### src/mfv_regs_map.vh
// Functional notes
// Upper frame size register holds bits 10:8 in 2:0, resets 06h, rest reserved.
// Flow control is enabled only while flow bit 7 is one; resets off.
// Bit 6 applies back pressure in half duplex; ignored in full duplex.
// Flow field 5:0 is high-water free-page threshold in 256-byte pages, reset 7.
// Reading MAC config bit 7 returns the duplex the MAC really runs.
// Full duplex if written bit or transmit config bit 7; ignored with internal PHY.
// MAC bit 6 clear lets back pressure leak after jam-limit collisions; set never.
// MAC bit 5 lets transmit starts be accepted without waiting for completion.
// MAC bit 4 selects media: zero internal PHY, one external MII PHY.
// Tag filter accepts tagged frames only; mismatching nonzero VLAN ID is rejected.
// Test bit 2: back off 2 slots after first collision, 0 after second.
// Test bit 1 limits each collision back-off to 0 to 3 slots.
// Test bit 0 forces zero back-off after every collision.
// Host writes zero to all three back-off test bits in normal use.
// 12-bit VLAN ID, priority 7:5 and format flag 4 from two write-only registers.
// Status bit 7 shows transmit command queue full; host checks it first.
// Field 6:0 takes transmit end page after clean transmit; 00h on reset or stop.
// Byte order little-endian while register is zero, big-endian if any bit set.
// Writing one to wake-up register leaves D2; bit clears once awake.
// Leak collision count comes from 6-bit jam-limit register, reset 19h.
// Low frame size byte is separate; combined reset value is 1536 bytes.
// Received frames longer than the programmed maximum are flagged oversize.
`ifndef MFV_REGS_MAP_VH
`define MFV_REGS_MAP_VH

`define MFV_ADDR_W 5
`define MFV_OFF_JAM_LIMIT 5'h17
`define MFV_OFF_LIMIT_LOWER 5'h18
`define MFV_OFF_LIMIT_UPPER 5'h19
`define MFV_OFF_FLOW 5'h1a
`define MFV_OFF_MAC 5'h1b
`define MFV_OFF_VID_LOW 5'h1c
`define MFV_OFF_TX_END_PAGE 5'h1c
`define MFV_OFF_VID_HIGH 5'h1d
`define MFV_OFF_BYTE_ORDER 5'h1e
`define MFV_OFF_WAKE 5'h1f

`define MFV_RST_LIMIT_LOWER 8'h00
`define MFV_RST_LIMIT_UPPER 3'h6
`define MFV_RST_FLOW 8'h07
`define MFV_RST_MAC 8'h00
`define MFV_RST_JAM_LIMIT 6'h19
`define MFV_RST_TX_END_PAGE 7'h00
`define MFV_RST_BYTE_ORDER 8'h00
`define MFV_RST_VID_LOW 8'h00
`define MFV_RST_VID_HIGH 8'h00

`define MFV_FLOW_EN_BIT 7
`define MFV_FLOW_BP_BIT 6
`define MFV_FLOW_HIGH_WATER_PAGE_THRESHOLD_MSB 5
`define MFV_MAC_DUPLEX_BIT 7
`define MFV_MAC_LEAK_BIT 6
`define MFV_MAC_B2B_BIT 5
`define MFV_MAC_MEDIA_BIT 4
`define MFV_MAC_TAG_BIT 3
`define MFV_MAC_FIRST_BIT 2
`define MFV_MAC_SHORT_BIT 1
`define MFV_MAC_ZERO_BIT 0
`define MFV_VID_PRI_MSB 7
`define MFV_VID_PRI_LSB 5
`define MFV_VID_CFI_BIT 4
`define MFV_VID_HI_MSB 3
`define MFV_UPPER_MSB 2
`define MFV_JAM_MSB 5
`define MFV_TEP_FULL_BIT 7
`define MFV_TEP_PAGE_MSB 6
`define MFV_WAKE_BIT 0

`define MFV_TAG_TYPE 16'h8100
`define MFV_VID_NULL 12'h000
`define MFV_COLL_MAX 6'h3f
`define MFV_ATTEMPT_FIRST 4'h1
`define MFV_ATTEMPT_SECOND 4'h2
`define MFV_SLOTS_FIRST 10'h002
`define MFV_SLOTS_SHORT_MASK 10'h003

`endif

### src/mfv_backoff_ctl.v
`timescale 1ns/1ps
`include "mfv_regs_map.vh"
module mfv_backoff_ctl #(
	parameter SLOT_W = 10
) (
	// Clock and reset
	input wire clock,
	input wire rst_n,
	// Back-off request
	input wire backoff_req,
	input wire [3:0] attempt_num,
	input wire [SLOT_W-1:0] rand_slots,
	// Test modes
	input wire first_collision_backoff_test,
	input wire short_backoff_test,
	input wire no_backoff_test,
	// Result
	output reg [SLOT_W-1:0] backoff_slots,
	output reg backoff_valid
);

	reg [SLOT_W-1:0] slots_nxt;
	reg [SLOT_W-1:0] range_mask;
	integer i;

	// Truncated binary exponential range, capped at SLOT_W bits
	always @* begin
		range_mask = {SLOT_W{1'b0}};
		for (i = 0; i < SLOT_W; i = i + 1) begin
			if (i < attempt_num)
				range_mask[i] = 1'b1;
		end
	end

	// Zero back-off outranks the other test modes
	always @* begin
		slots_nxt = rand_slots & range_mask;
		if (no_backoff_test) begin
			slots_nxt = {SLOT_W{1'b0}};
		end else if (first_collision_backoff_test &&
			attempt_num == `MFV_ATTEMPT_FIRST) begin
			slots_nxt = `MFV_SLOTS_FIRST;
		end else if (first_collision_backoff_test &&
			attempt_num == `MFV_ATTEMPT_SECOND) begin
			slots_nxt = {SLOT_W{1'b0}};
		end else if (short_backoff_test) begin
			slots_nxt = rand_slots & `MFV_SLOTS_SHORT_MASK;
		end
	end

	always @(posedge clock or negedge rst_n) begin
		if (!rst_n) begin
			backoff_slots <= {SLOT_W{1'b0}};
			backoff_valid <= 1'b0;
		end else begin
			backoff_valid <= backoff_req;
			if (backoff_req)
				backoff_slots <= slots_nxt;
		end
	end

endmodule

### src/mfv_config_regs.v
`timescale 1ns/1ps
`include "mfv_regs_map.vh"
module mfv_config_regs #(
	parameter SLOT_W = 10
) (
	// Clock and reset
	input wire clock,
	input wire reset_n,
	// Host bus pins
	input wire host_cs_n,
	input wire host_rd_n,
	input wire host_wr_n,
	input wire [4:0] host_addr,
	input wire [7:0] host_data_in,
	output reg [7:0] host_data_out,
	output reg host_data_oe,
	// Transmit side
	input wire tcr_full_duplex,
	input wire transmit_start_cmd,
	input wire tx_busy,
	output reg tx_start_accept,
	input wire tx_done_ok,
	input wire tx_stop,
	input wire [6:0] tx_end_page_in,
	input wire tx_queue_full_flag,
	input wire collision,
	input wire backoff_req,
	input wire [3:0] attempt_num,
	input wire [SLOT_W-1:0] rand_slots,
	output wire [SLOT_W-1:0] backoff_slots,
	output wire backoff_valid,
	// PHY and receive side
	input wire phy_full_duplex,
	input wire rx_frame_end,
	input wire [10:0] rx_frame_len,
	input wire [15:0] rx_tag_type,
	input wire [11:0] rx_vlan_id,
	output reg rx_frame_drop,
	output reg rx_oversize,
	// Power management
	input wire device_awake,
	output reg wake_request,
	// Configuration to MAC
	output reg flow_control_enable,
	output reg back_pressure_active,
	output reg mac_full_duplex,
	output reg media_select,
	output reg back_to_back_tx_enable,
	output reg tag_filter_enable,
	output reg [11:0] vlan_id,
	output reg [2:0] tag_precedence,
	output reg canonical_format_flag,
	output reg [10:0] frame_limit,
	output reg [5:0] high_water_page_threshold,
	output reg big_endian
);

	// Reset release
	reg rst_s1_r;
	reg rst_n_r;

	always @(posedge clock or negedge reset_n) begin
		if (!reset_n) begin
			rst_s1_r <= 1'b0;
			rst_n_r <= 1'b0;
		end else begin
			rst_s1_r <= 1'b1;
			rst_n_r <= rst_s1_r;
		end
	end

	// Host pins come from the MCU's timing, so two stages each
	reg [2:0] ctl_s1_r;
	reg [2:0] ctl_s2_r;
	reg [4:0] addr_s1_r;
	reg [4:0] addr_s2_r;
	reg [7:0] data_s1_r;
	reg [7:0] data_s2_r;

	always @(posedge clock or negedge rst_n_r) begin
		if (!rst_n_r) begin
			ctl_s1_r <= 3'h7;
			ctl_s2_r <= 3'h7;
			addr_s1_r <= 5'h00;
			addr_s2_r <= 5'h00;
			data_s1_r <= 8'h00;
			data_s2_r <= 8'h00;
		end else begin
			ctl_s1_r <= {host_cs_n, host_rd_n, host_wr_n};
			ctl_s2_r <= ctl_s1_r;
			addr_s1_r <= host_addr;
			addr_s2_r <= addr_s1_r;
			data_s1_r <= host_data_in;
			data_s2_r <= data_s1_r;
		end
	end

	wire rd_act = !ctl_s2_r[2] && !ctl_s2_r[1];
	wire wr_act = !ctl_s2_r[2] && !ctl_s2_r[0];

	// Commit on strobe release, using values held while it was active
	reg wr_act_d_r;
	reg [4:0] wr_addr_r;
	reg [7:0] wr_data_r;

	always @(posedge clock or negedge rst_n_r) begin
		if (!rst_n_r) begin
			wr_act_d_r <= 1'b0;
			wr_addr_r <= 5'h00;
			wr_data_r <= 8'h00;
		end else begin
			wr_act_d_r <= wr_act;
			if (wr_act) begin
				wr_addr_r <= addr_s2_r;
				wr_data_r <= data_s2_r;
			end
		end
	end

	wire wr_pulse = wr_act_d_r && !wr_act;

	// Register storage
	reg [7:0] limit_lower_r;
	reg [2:0] limit_upper_r;
	reg [7:0] flow_r;
	reg [7:0] mac_r;
	reg [5:0] jam_limit_r;
	reg [7:0] vid_low_r;
	reg [7:0] vid_high_r;
	reg [7:0] byte_order_r;
	reg [6:0] tx_end_page_r;
	reg tx_full_r;
	reg wake_r;

	always @(posedge clock or negedge rst_n_r) begin
		if (!rst_n_r) begin
			limit_lower_r <= `MFV_RST_LIMIT_LOWER;
			limit_upper_r <= `MFV_RST_LIMIT_UPPER;
			flow_r <= `MFV_RST_FLOW;
			mac_r <= `MFV_RST_MAC;
			jam_limit_r <= `MFV_RST_JAM_LIMIT;
			vid_low_r <= `MFV_RST_VID_LOW;
			vid_high_r <= `MFV_RST_VID_HIGH;
			byte_order_r <= `MFV_RST_BYTE_ORDER;
		end else if (wr_pulse) begin
			if (wr_addr_r == `MFV_OFF_JAM_LIMIT) begin
				jam_limit_r <= wr_data_r[`MFV_JAM_MSB:0];
			end else if (wr_addr_r == `MFV_OFF_LIMIT_LOWER) begin
				limit_lower_r <= wr_data_r;
			end else if (wr_addr_r == `MFV_OFF_LIMIT_UPPER) begin
				limit_upper_r <= wr_data_r[`MFV_UPPER_MSB:0];
			end else if (wr_addr_r == `MFV_OFF_FLOW) begin
				flow_r <= wr_data_r;
			end else if (wr_addr_r == `MFV_OFF_MAC) begin
				mac_r <= wr_data_r;
			end else if (wr_addr_r == `MFV_OFF_VID_LOW) begin
				vid_low_r <= wr_data_r;
			end else if (wr_addr_r == `MFV_OFF_VID_HIGH) begin
				vid_high_r <= wr_data_r;
			end else if (wr_addr_r == `MFV_OFF_BYTE_ORDER) begin
				byte_order_r <= wr_data_r;
			end
		end
	end

	// Wake request: a host set wins over the awake clear
	wire wake_set = wr_pulse && wr_addr_r == `MFV_OFF_WAKE &&
		wr_data_r[`MFV_WAKE_BIT];

	always @(posedge clock or negedge rst_n_r) begin
		if (!rst_n_r) begin
			wake_r <= 1'b0;
		end else if (wake_set) begin
			wake_r <= 1'b1;
		end else if (device_awake) begin
			wake_r <= 1'b0;
		end
	end

	// Queue-full status, one cycle behind the queue itself
	always @(posedge clock or negedge rst_n_r) begin
		if (!rst_n_r) begin
			tx_full_r <= 1'b0;
		end else begin
			tx_full_r <= tx_queue_full_flag;
		end
	end

	// Transmit end page; stop clears even if a completion coincides
	always @(posedge clock or negedge rst_n_r) begin
		if (!rst_n_r) begin
			tx_end_page_r <= `MFV_RST_TX_END_PAGE;
		end else begin
			if (tx_stop)
				tx_end_page_r <= `MFV_RST_TX_END_PAGE;
			else if (tx_done_ok)
				tx_end_page_r <= tx_end_page_in;
		end
	end

	// Duplex actually in force
	wire written_fd = mac_r[`MFV_MAC_DUPLEX_BIT] || tcr_full_duplex;
	wire fd_nxt = mac_r[`MFV_MAC_MEDIA_BIT] ? written_fd :
		phy_full_duplex;

	// Consecutive collisions under back pressure
	reg [5:0] consec_coll_r;

	always @(posedge clock or negedge rst_n_r) begin
		if (!rst_n_r) begin
			consec_coll_r <= 6'h00;
		end else if (tx_done_ok || tx_stop || rx_frame_end) begin
			consec_coll_r <= 6'h00;
		end else if (collision && consec_coll_r != `MFV_COLL_MAX) begin
			consec_coll_r <= consec_coll_r + 6'h01;
		end
	end

	// Leaking stops hub ports partitioning under endless jams
	wire leak = !mac_r[`MFV_MAC_LEAK_BIT] &&
		consec_coll_r >= jam_limit_r;
	wire bp_nxt = flow_r[`MFV_FLOW_EN_BIT] && flow_r[`MFV_FLOW_BP_BIT] &&
		!fd_nxt && !leak;

	// Receive filtering
	wire [10:0] limit_nxt = {limit_upper_r, limit_lower_r};
	wire [11:0] vid_prog = {vid_high_r[`MFV_VID_HI_MSB:0], vid_low_r};
	wire tag_en = mac_r[`MFV_MAC_TAG_BIT];
	wire is_tagged = rx_tag_type == `MFV_TAG_TYPE;
	wire vid_ok = rx_vlan_id == `MFV_VID_NULL || rx_vlan_id == vid_prog;
	wire tag_reject = tag_en && (!is_tagged || !vid_ok);
	wire too_long = rx_frame_len > limit_nxt;

	// Outputs to the MAC
	always @(posedge clock or negedge rst_n_r) begin
		if (!rst_n_r) begin
			flow_control_enable <= 1'b0;
			back_pressure_active <= 1'b0;
			mac_full_duplex <= 1'b0;
			media_select <= 1'b0;
			back_to_back_tx_enable <= 1'b0;
			tag_filter_enable <= 1'b0;
			vlan_id <= 12'h000;
			tag_precedence <= 3'h0;
			canonical_format_flag <= 1'b0;
			frame_limit <= 11'h000;
			high_water_page_threshold <= 6'h00;
			big_endian <= 1'b0;
			wake_request <= 1'b0;
		end else begin
			flow_control_enable <= flow_r[`MFV_FLOW_EN_BIT];
			back_pressure_active <= bp_nxt;
			mac_full_duplex <= fd_nxt;
			media_select <= mac_r[`MFV_MAC_MEDIA_BIT];
			back_to_back_tx_enable <= mac_r[`MFV_MAC_B2B_BIT];
			tag_filter_enable <= tag_en;
			vlan_id <= vid_prog;
			tag_precedence <=
				vid_high_r[`MFV_VID_PRI_MSB:`MFV_VID_PRI_LSB];
			canonical_format_flag <= vid_high_r[`MFV_VID_CFI_BIT];
			frame_limit <= limit_nxt;
			high_water_page_threshold <=
				flow_r[`MFV_FLOW_HIGH_WATER_PAGE_THRESHOLD_MSB:0];
			big_endian <= |byte_order_r;
			wake_request <= wake_r;
		end
	end

	// Transmit start gate
	always @(posedge clock or negedge rst_n_r) begin
		if (!rst_n_r) begin
			tx_start_accept <= 1'b0;
		end else begin
			// Busy only blocks starts when back-to-back is off
			tx_start_accept <= transmit_start_cmd &&
				(mac_r[`MFV_MAC_B2B_BIT] || !tx_busy);
		end
	end

	// Receive verdicts; an oversize frame is never kept
	always @(posedge clock or negedge rst_n_r) begin
		if (!rst_n_r) begin
			rx_frame_drop <= 1'b0;
			rx_oversize <= 1'b0;
		end else begin
			rx_frame_drop <= rx_frame_end &&
				(tag_reject || too_long);
			rx_oversize <= rx_frame_end && too_long;
		end
	end

	// Read path; write-only offsets and the jam limit give no answer
	reg [7:0] rd_nxt;
	reg rd_hit;

	always @* begin
		rd_nxt = 8'h00;
		rd_hit = 1'b1;
		if (addr_s2_r == `MFV_OFF_LIMIT_LOWER) begin
			rd_nxt = limit_lower_r;
		end else if (addr_s2_r == `MFV_OFF_LIMIT_UPPER) begin
			rd_nxt = {5'h00, limit_upper_r};
		end else if (addr_s2_r == `MFV_OFF_FLOW) begin
			rd_nxt = flow_r;
		end else if (addr_s2_r == `MFV_OFF_MAC) begin
			rd_nxt = mac_r;
			rd_nxt[`MFV_MAC_DUPLEX_BIT] = mac_full_duplex;
		end else if (addr_s2_r == `MFV_OFF_TX_END_PAGE) begin
			rd_nxt = {tx_full_r, tx_end_page_r};
		end else if (addr_s2_r == `MFV_OFF_BYTE_ORDER) begin
			rd_nxt = byte_order_r;
		end else begin
			rd_hit = 1'b0;
		end
	end

	always @(posedge clock or negedge rst_n_r) begin
		if (!rst_n_r) begin
			host_data_out <= 8'h00;
			host_data_oe <= 1'b0;
		end else begin
			host_data_out <= rd_nxt;
			host_data_oe <= rd_act && rd_hit;
		end
	end

	// Test bits pass straight through; host keeps them zero normally
	mfv_backoff_ctl #(
		.SLOT_W(SLOT_W)
	) u_backoff (
		.clock(clock),
		.rst_n(rst_n_r),
		.backoff_req(backoff_req),
		.attempt_num(attempt_num),
		.rand_slots(rand_slots),
		.first_collision_backoff_test(mac_r[`MFV_MAC_FIRST_BIT]),
		.short_backoff_test(mac_r[`MFV_MAC_SHORT_BIT]),
		.no_backoff_test(mac_r[`MFV_MAC_ZERO_BIT]),
		.backoff_slots(backoff_slots),
		.backoff_valid(backoff_valid)
	);

endmodule

### config.mk
export PLATFORM = sky130hd
export DESIGN_NAME = mfv_config_regs
export DESIGN_NICKNAME = d
export VERILOG_FILES = /design/src/mfv_backoff_ctl.v /design/src/mfv_config_regs.v
export VERILOG_INCLUDE_DIRS = /design/src /design/src/src
export SDC_FILE = /design/constraint.sdc
export NUM_CORES = 1
export LEC_CHECK = 0
export BUFFER_PORTS_ARGS = -buffer_cell sky130_fd_sc_hd__clkbuf_2
export CAP_MARGIN = 20
export CORE_ASPECT_RATIO = 1.4
export CORE_MARGIN = 5
export CORE_UTILIZATION = 49
export CTS_CLUSTER_SIZE = 40
export DETAILED_ROUTE_END_ITERATION = 12
export PLACE_DENSITY = 0.76
export RECOVER_POWER = 50
export SYNTH_ARGS = -nofsm -noshare
export SYNTH_HDL_FRONTEND = slang
export SYNTH_SLANG_ARGS = --single-unit
### constraint.sdc
create_clock -name clock -period 5.43 [get_ports clock]
set_clock_uncertainty 0.2 [all_clocks]
set_input_delay 0.543 -clock clock [delete_from_list [all_inputs] [get_ports clock]]
set_output_delay 0.543 -clock clock [all_outputs]
set_load 0.005 [all_outputs]
==> key figures <==
Status
  • Status: finished, violations left
  • Failing checks: capacitance limit, slew limit

Detailed routing
  • DRT iter0 DRCs: 221
  • DRC: 0
  • Met3 wire len: 1008 µm
  • Routed WL: 15740 µm
  • Max Used Layer: met4
  • Remaining antenna violation count: 0
  • M1 WL: 6008 µm
  • Pre-Repair DR Iteration Count: 4
  • Vias: 4757
  • DR WL/cell: 17.49 µm
  • Via density per instance: 5.286
  • Wire length on met2: 8315 µm

Min path
  • HP Start: host_data_in[7]
  • Hold Crit Depth: 1
  • HP Class: in -> reg

Synth
  • Largest family of logic cells by synthesized area: multiplexers
  • Syn_nets: 644
  • Post-Synth Adder-Cell Area: 0.03156
  • Register area share after synthesis: 0.6477
  • XOR/XNOR share of the synthesized area: 0.01964
  • Post-Synth Simple-Gate Area: 0.09065
  • Dominant synthesized flop cell: dfrtp_1
  • EDFF count, synth: 0
  • Asr flop ratio synth: 1.000
  • Synth unique cells: 56
  • Cells after synthesis: 537
  • Mux contribution to synthesized area: 0.1156
  • FF+latch count, synth: 184
  • Mean Syn Cell Area: 13.29 µm²
  • Synth Area in Compound Gates: 0.06611
  • Ys Warns: 0
  • Post-Synthesis Cell Area: 7136 µm²

Worst setup path
  • Worst Setup Start Kind: flip-flop
  • CP Depth: 4
  • Depth of the most critical reg-to-reg path: 4
  • Internal reg-to-reg setup slack: 2.60 ns
  • Worst Setup End Kind: flip-flop
  • Setup crit start: ctl_s2_r[2]
  • CP peak stage delay: 0.79 ns
  • Req. time, crit path: 5.58 ns
  • Critical R2R Launch: ctl_s2_r[2]
  • Worst-path cell chain: or2_0 > nand4_4 > nor3_1 > mux2_2
  • Crit-path slowest cell: nor3_1
  • CP top delay family: simple AND/OR/NAND/NOR gates
  • CP Class: reg -> reg
  • Crit path buf inv count: 0
  • WP data arrival: 2.98 ns
  • Crit-path max FO: 11

GRT
  • Global-route wire length before repair: 25700 µm
  • Gr usage total: 0.1889
  • Grt ovf: 0
  • Pin count of the biggest net entering global routing: 118
  • Vias in the first global route: 4937
  • Initial antenna violation count: 0

Pwr
  • Peak VDD IR: 0.2003 mV
  • Power Dens Cells: 391.6 nW/µm²
  • LEAKAGE: 4.144 nW

Timing
  • RSZ-0062 raised after global routing: no
  • Worst slew pin tran: 2.603 ns
  • Count of endpoints failing setup in the final report: 0
  • Highest Clock Rate: 352.8 MHz
  • Slew headroom: -0.7356
  • Slew Viols, Final: 66
  • Final WS setup: 2.596 ns
  • Total negative slack: 0 ns
  • Tcrit/Tclk final: 0.5220
  • Crit path time final: 2.834 ns
  • Hold_ws: 0.02370 ns
  • Final Hold Violating Endpoints: 0

Layout
  • # fillers: 1115
  • Synth-to-Final Area Change: 21.46%
  • Most frequent cells in the layout: dfrtp_1, clkbuf_2, mux2_2
  • Commonest non-fill, non-tap cell in the layout: dfrtp_1
  • Final core occ: 0.6028
  • Final instance area: 8667 µm²
  • Area occupied by multi-input gates: 2312 µm²
  • NumNets Final: 805
  • Storage cell area: 4622 µm²
  • ANT cells: 0
  • Share of cells above drive strength 1: 0.3193

Die
  • Core area: 14380 µm²
  • Die ar.: 17110 µm²
  • Chip height: 152.8 µm
  • Initial Util: 0.4963
  • I/O pin count: 153
  • Die width: 112.0 µm
  • Row cnt: 52

Clocking
  • Deepest clock path buffer count: 2
  • Post-CTS Setup Inserts: 0
  • Cts bufs inserted: 17
  • Clock root cell: clkbuf_16
  • Worst-path clk slew: 0.07 ns
  • Clock insertion delay at the later pin of the skew report: 0.42 ns
  • CTS tree: built
  • Clock Sinks: 184
  • H-tree Lvls: 4

Placed design
  • DP Worst Slack: 2.837 ns
  • Placer Congestion: 0.8685
  • I/O Buffers: 152
  • Placed inst area: 8087 µm²
  • Post-DP HPWL: 11490 µm

Job
  • Number of max-cap violations: 1
==> stage by stage <==
| stage | power (mW) | cells |
|---|---|---|
| after floorplan | 1.984 | 537 |
| after global placement | 2.196 | 864 |
| after detailed placement | 2.225 | 864 |
| after CTS | 3.433 | 900 |
| after global routing | 3.555 | 900 |
| final | 3.394 | 900 |
==> cells in the mapped netlist (all sizes together), types with 4 or more instances <==
| master | instances | share of area |
|---|---|---|
| a21oi | 10 | 0.0070 |
| a22oi | 6 | 0.0063 |
| buf | 6 | 0.0051 |
| clkbuf | 9 | 0.0047 |
| dfrtp | 170 | 0.60 |
| dfstp | 14 | 0.052 |
| ha | 18 | 0.032 |
| inv | 35 | 0.018 |
| mux2 | 57 | 0.090 |
| mux2i | 16 | 0.022 |
| nand2 | 39 | 0.021 |
| nand3 | 10 | 0.0077 |
| nand3b | 6 | 0.0081 |
| nand4 | 5 | 0.0065 |
| nor2 | 27 | 0.015 |
| nor3 | 7 | 0.0096 |
| nor4 | 11 | 0.0096 |
| o21ai | 31 | 0.022 |
| o22ai | 13 | 0.011 |
| xnor2 | 4 | 0.0049 |
| xor2 | 12 | 0.015 |
==> layout make-up <==
cell class,count,share of cell area
clock buffers,19,0.05110
clock inverters,13,0.01675
inverters,35,0.01516
multi-input cells,303,0.2668
flip-flops and latches,184,0.5333
well taps,189,0.02728
repair buffers,157,0.08965
==> report_power, final <==
part	internal (mW)	switching [mW]
Clock	0.695	0.511
Combinational	0.223	0.220
Sequential	1.58	0.165
==> metal layers <==
layer  global-route usage  up-vias
met5                    0        -
met4              0.07159        0
met3              0.05046       39
met2               0.3308      175
met1               0.2216     2349
li1                     -     2194
==> cells by family after synthesis <==
group | after synthesis
other | 1
DFF | 184
buffers and inverters | 50
muxes | 74
and+or+nand+nor | 117
adders and majority gates | 18
xor gates and xnor gates | 16
AOI/OAI and AO/OA | 77
==> final timing paths <==
path | to
hold / removal | data_s1_r[7]
min in group asynchronous | rst_s1_r
setup / recovery | jam_limit_r[0]
hold reg to reg | data_s2_r[3]
setup reg to reg | jam_limit_r[0]
max in group asynchronous | host_data_out[7]
==> what timing repair did <==
action	4_1_cts	5_1_grt
hold buffers	4	0
endpoints found under the hold margin	5	0
gates resized for setup	0	0
==> flip-flops by register name, summed over array words and instances (netlist names), 7 cells and up <==
register / cells
frame_limit: 11
u_backoff.backoff_slots: 10
tx_end_page_r: 7
vid_low_r: 8
limit_lower_r: 8
flow_r: 8
byte_order_r: 8
data_s2_r: 8
host_data_out: 8
wr_data_r: 8
data_s1_r: 8
vlan_id: 12
mac_r: 8
vid_high_r: 8
No activity file was read; power rests on OpenSTA's default activity.
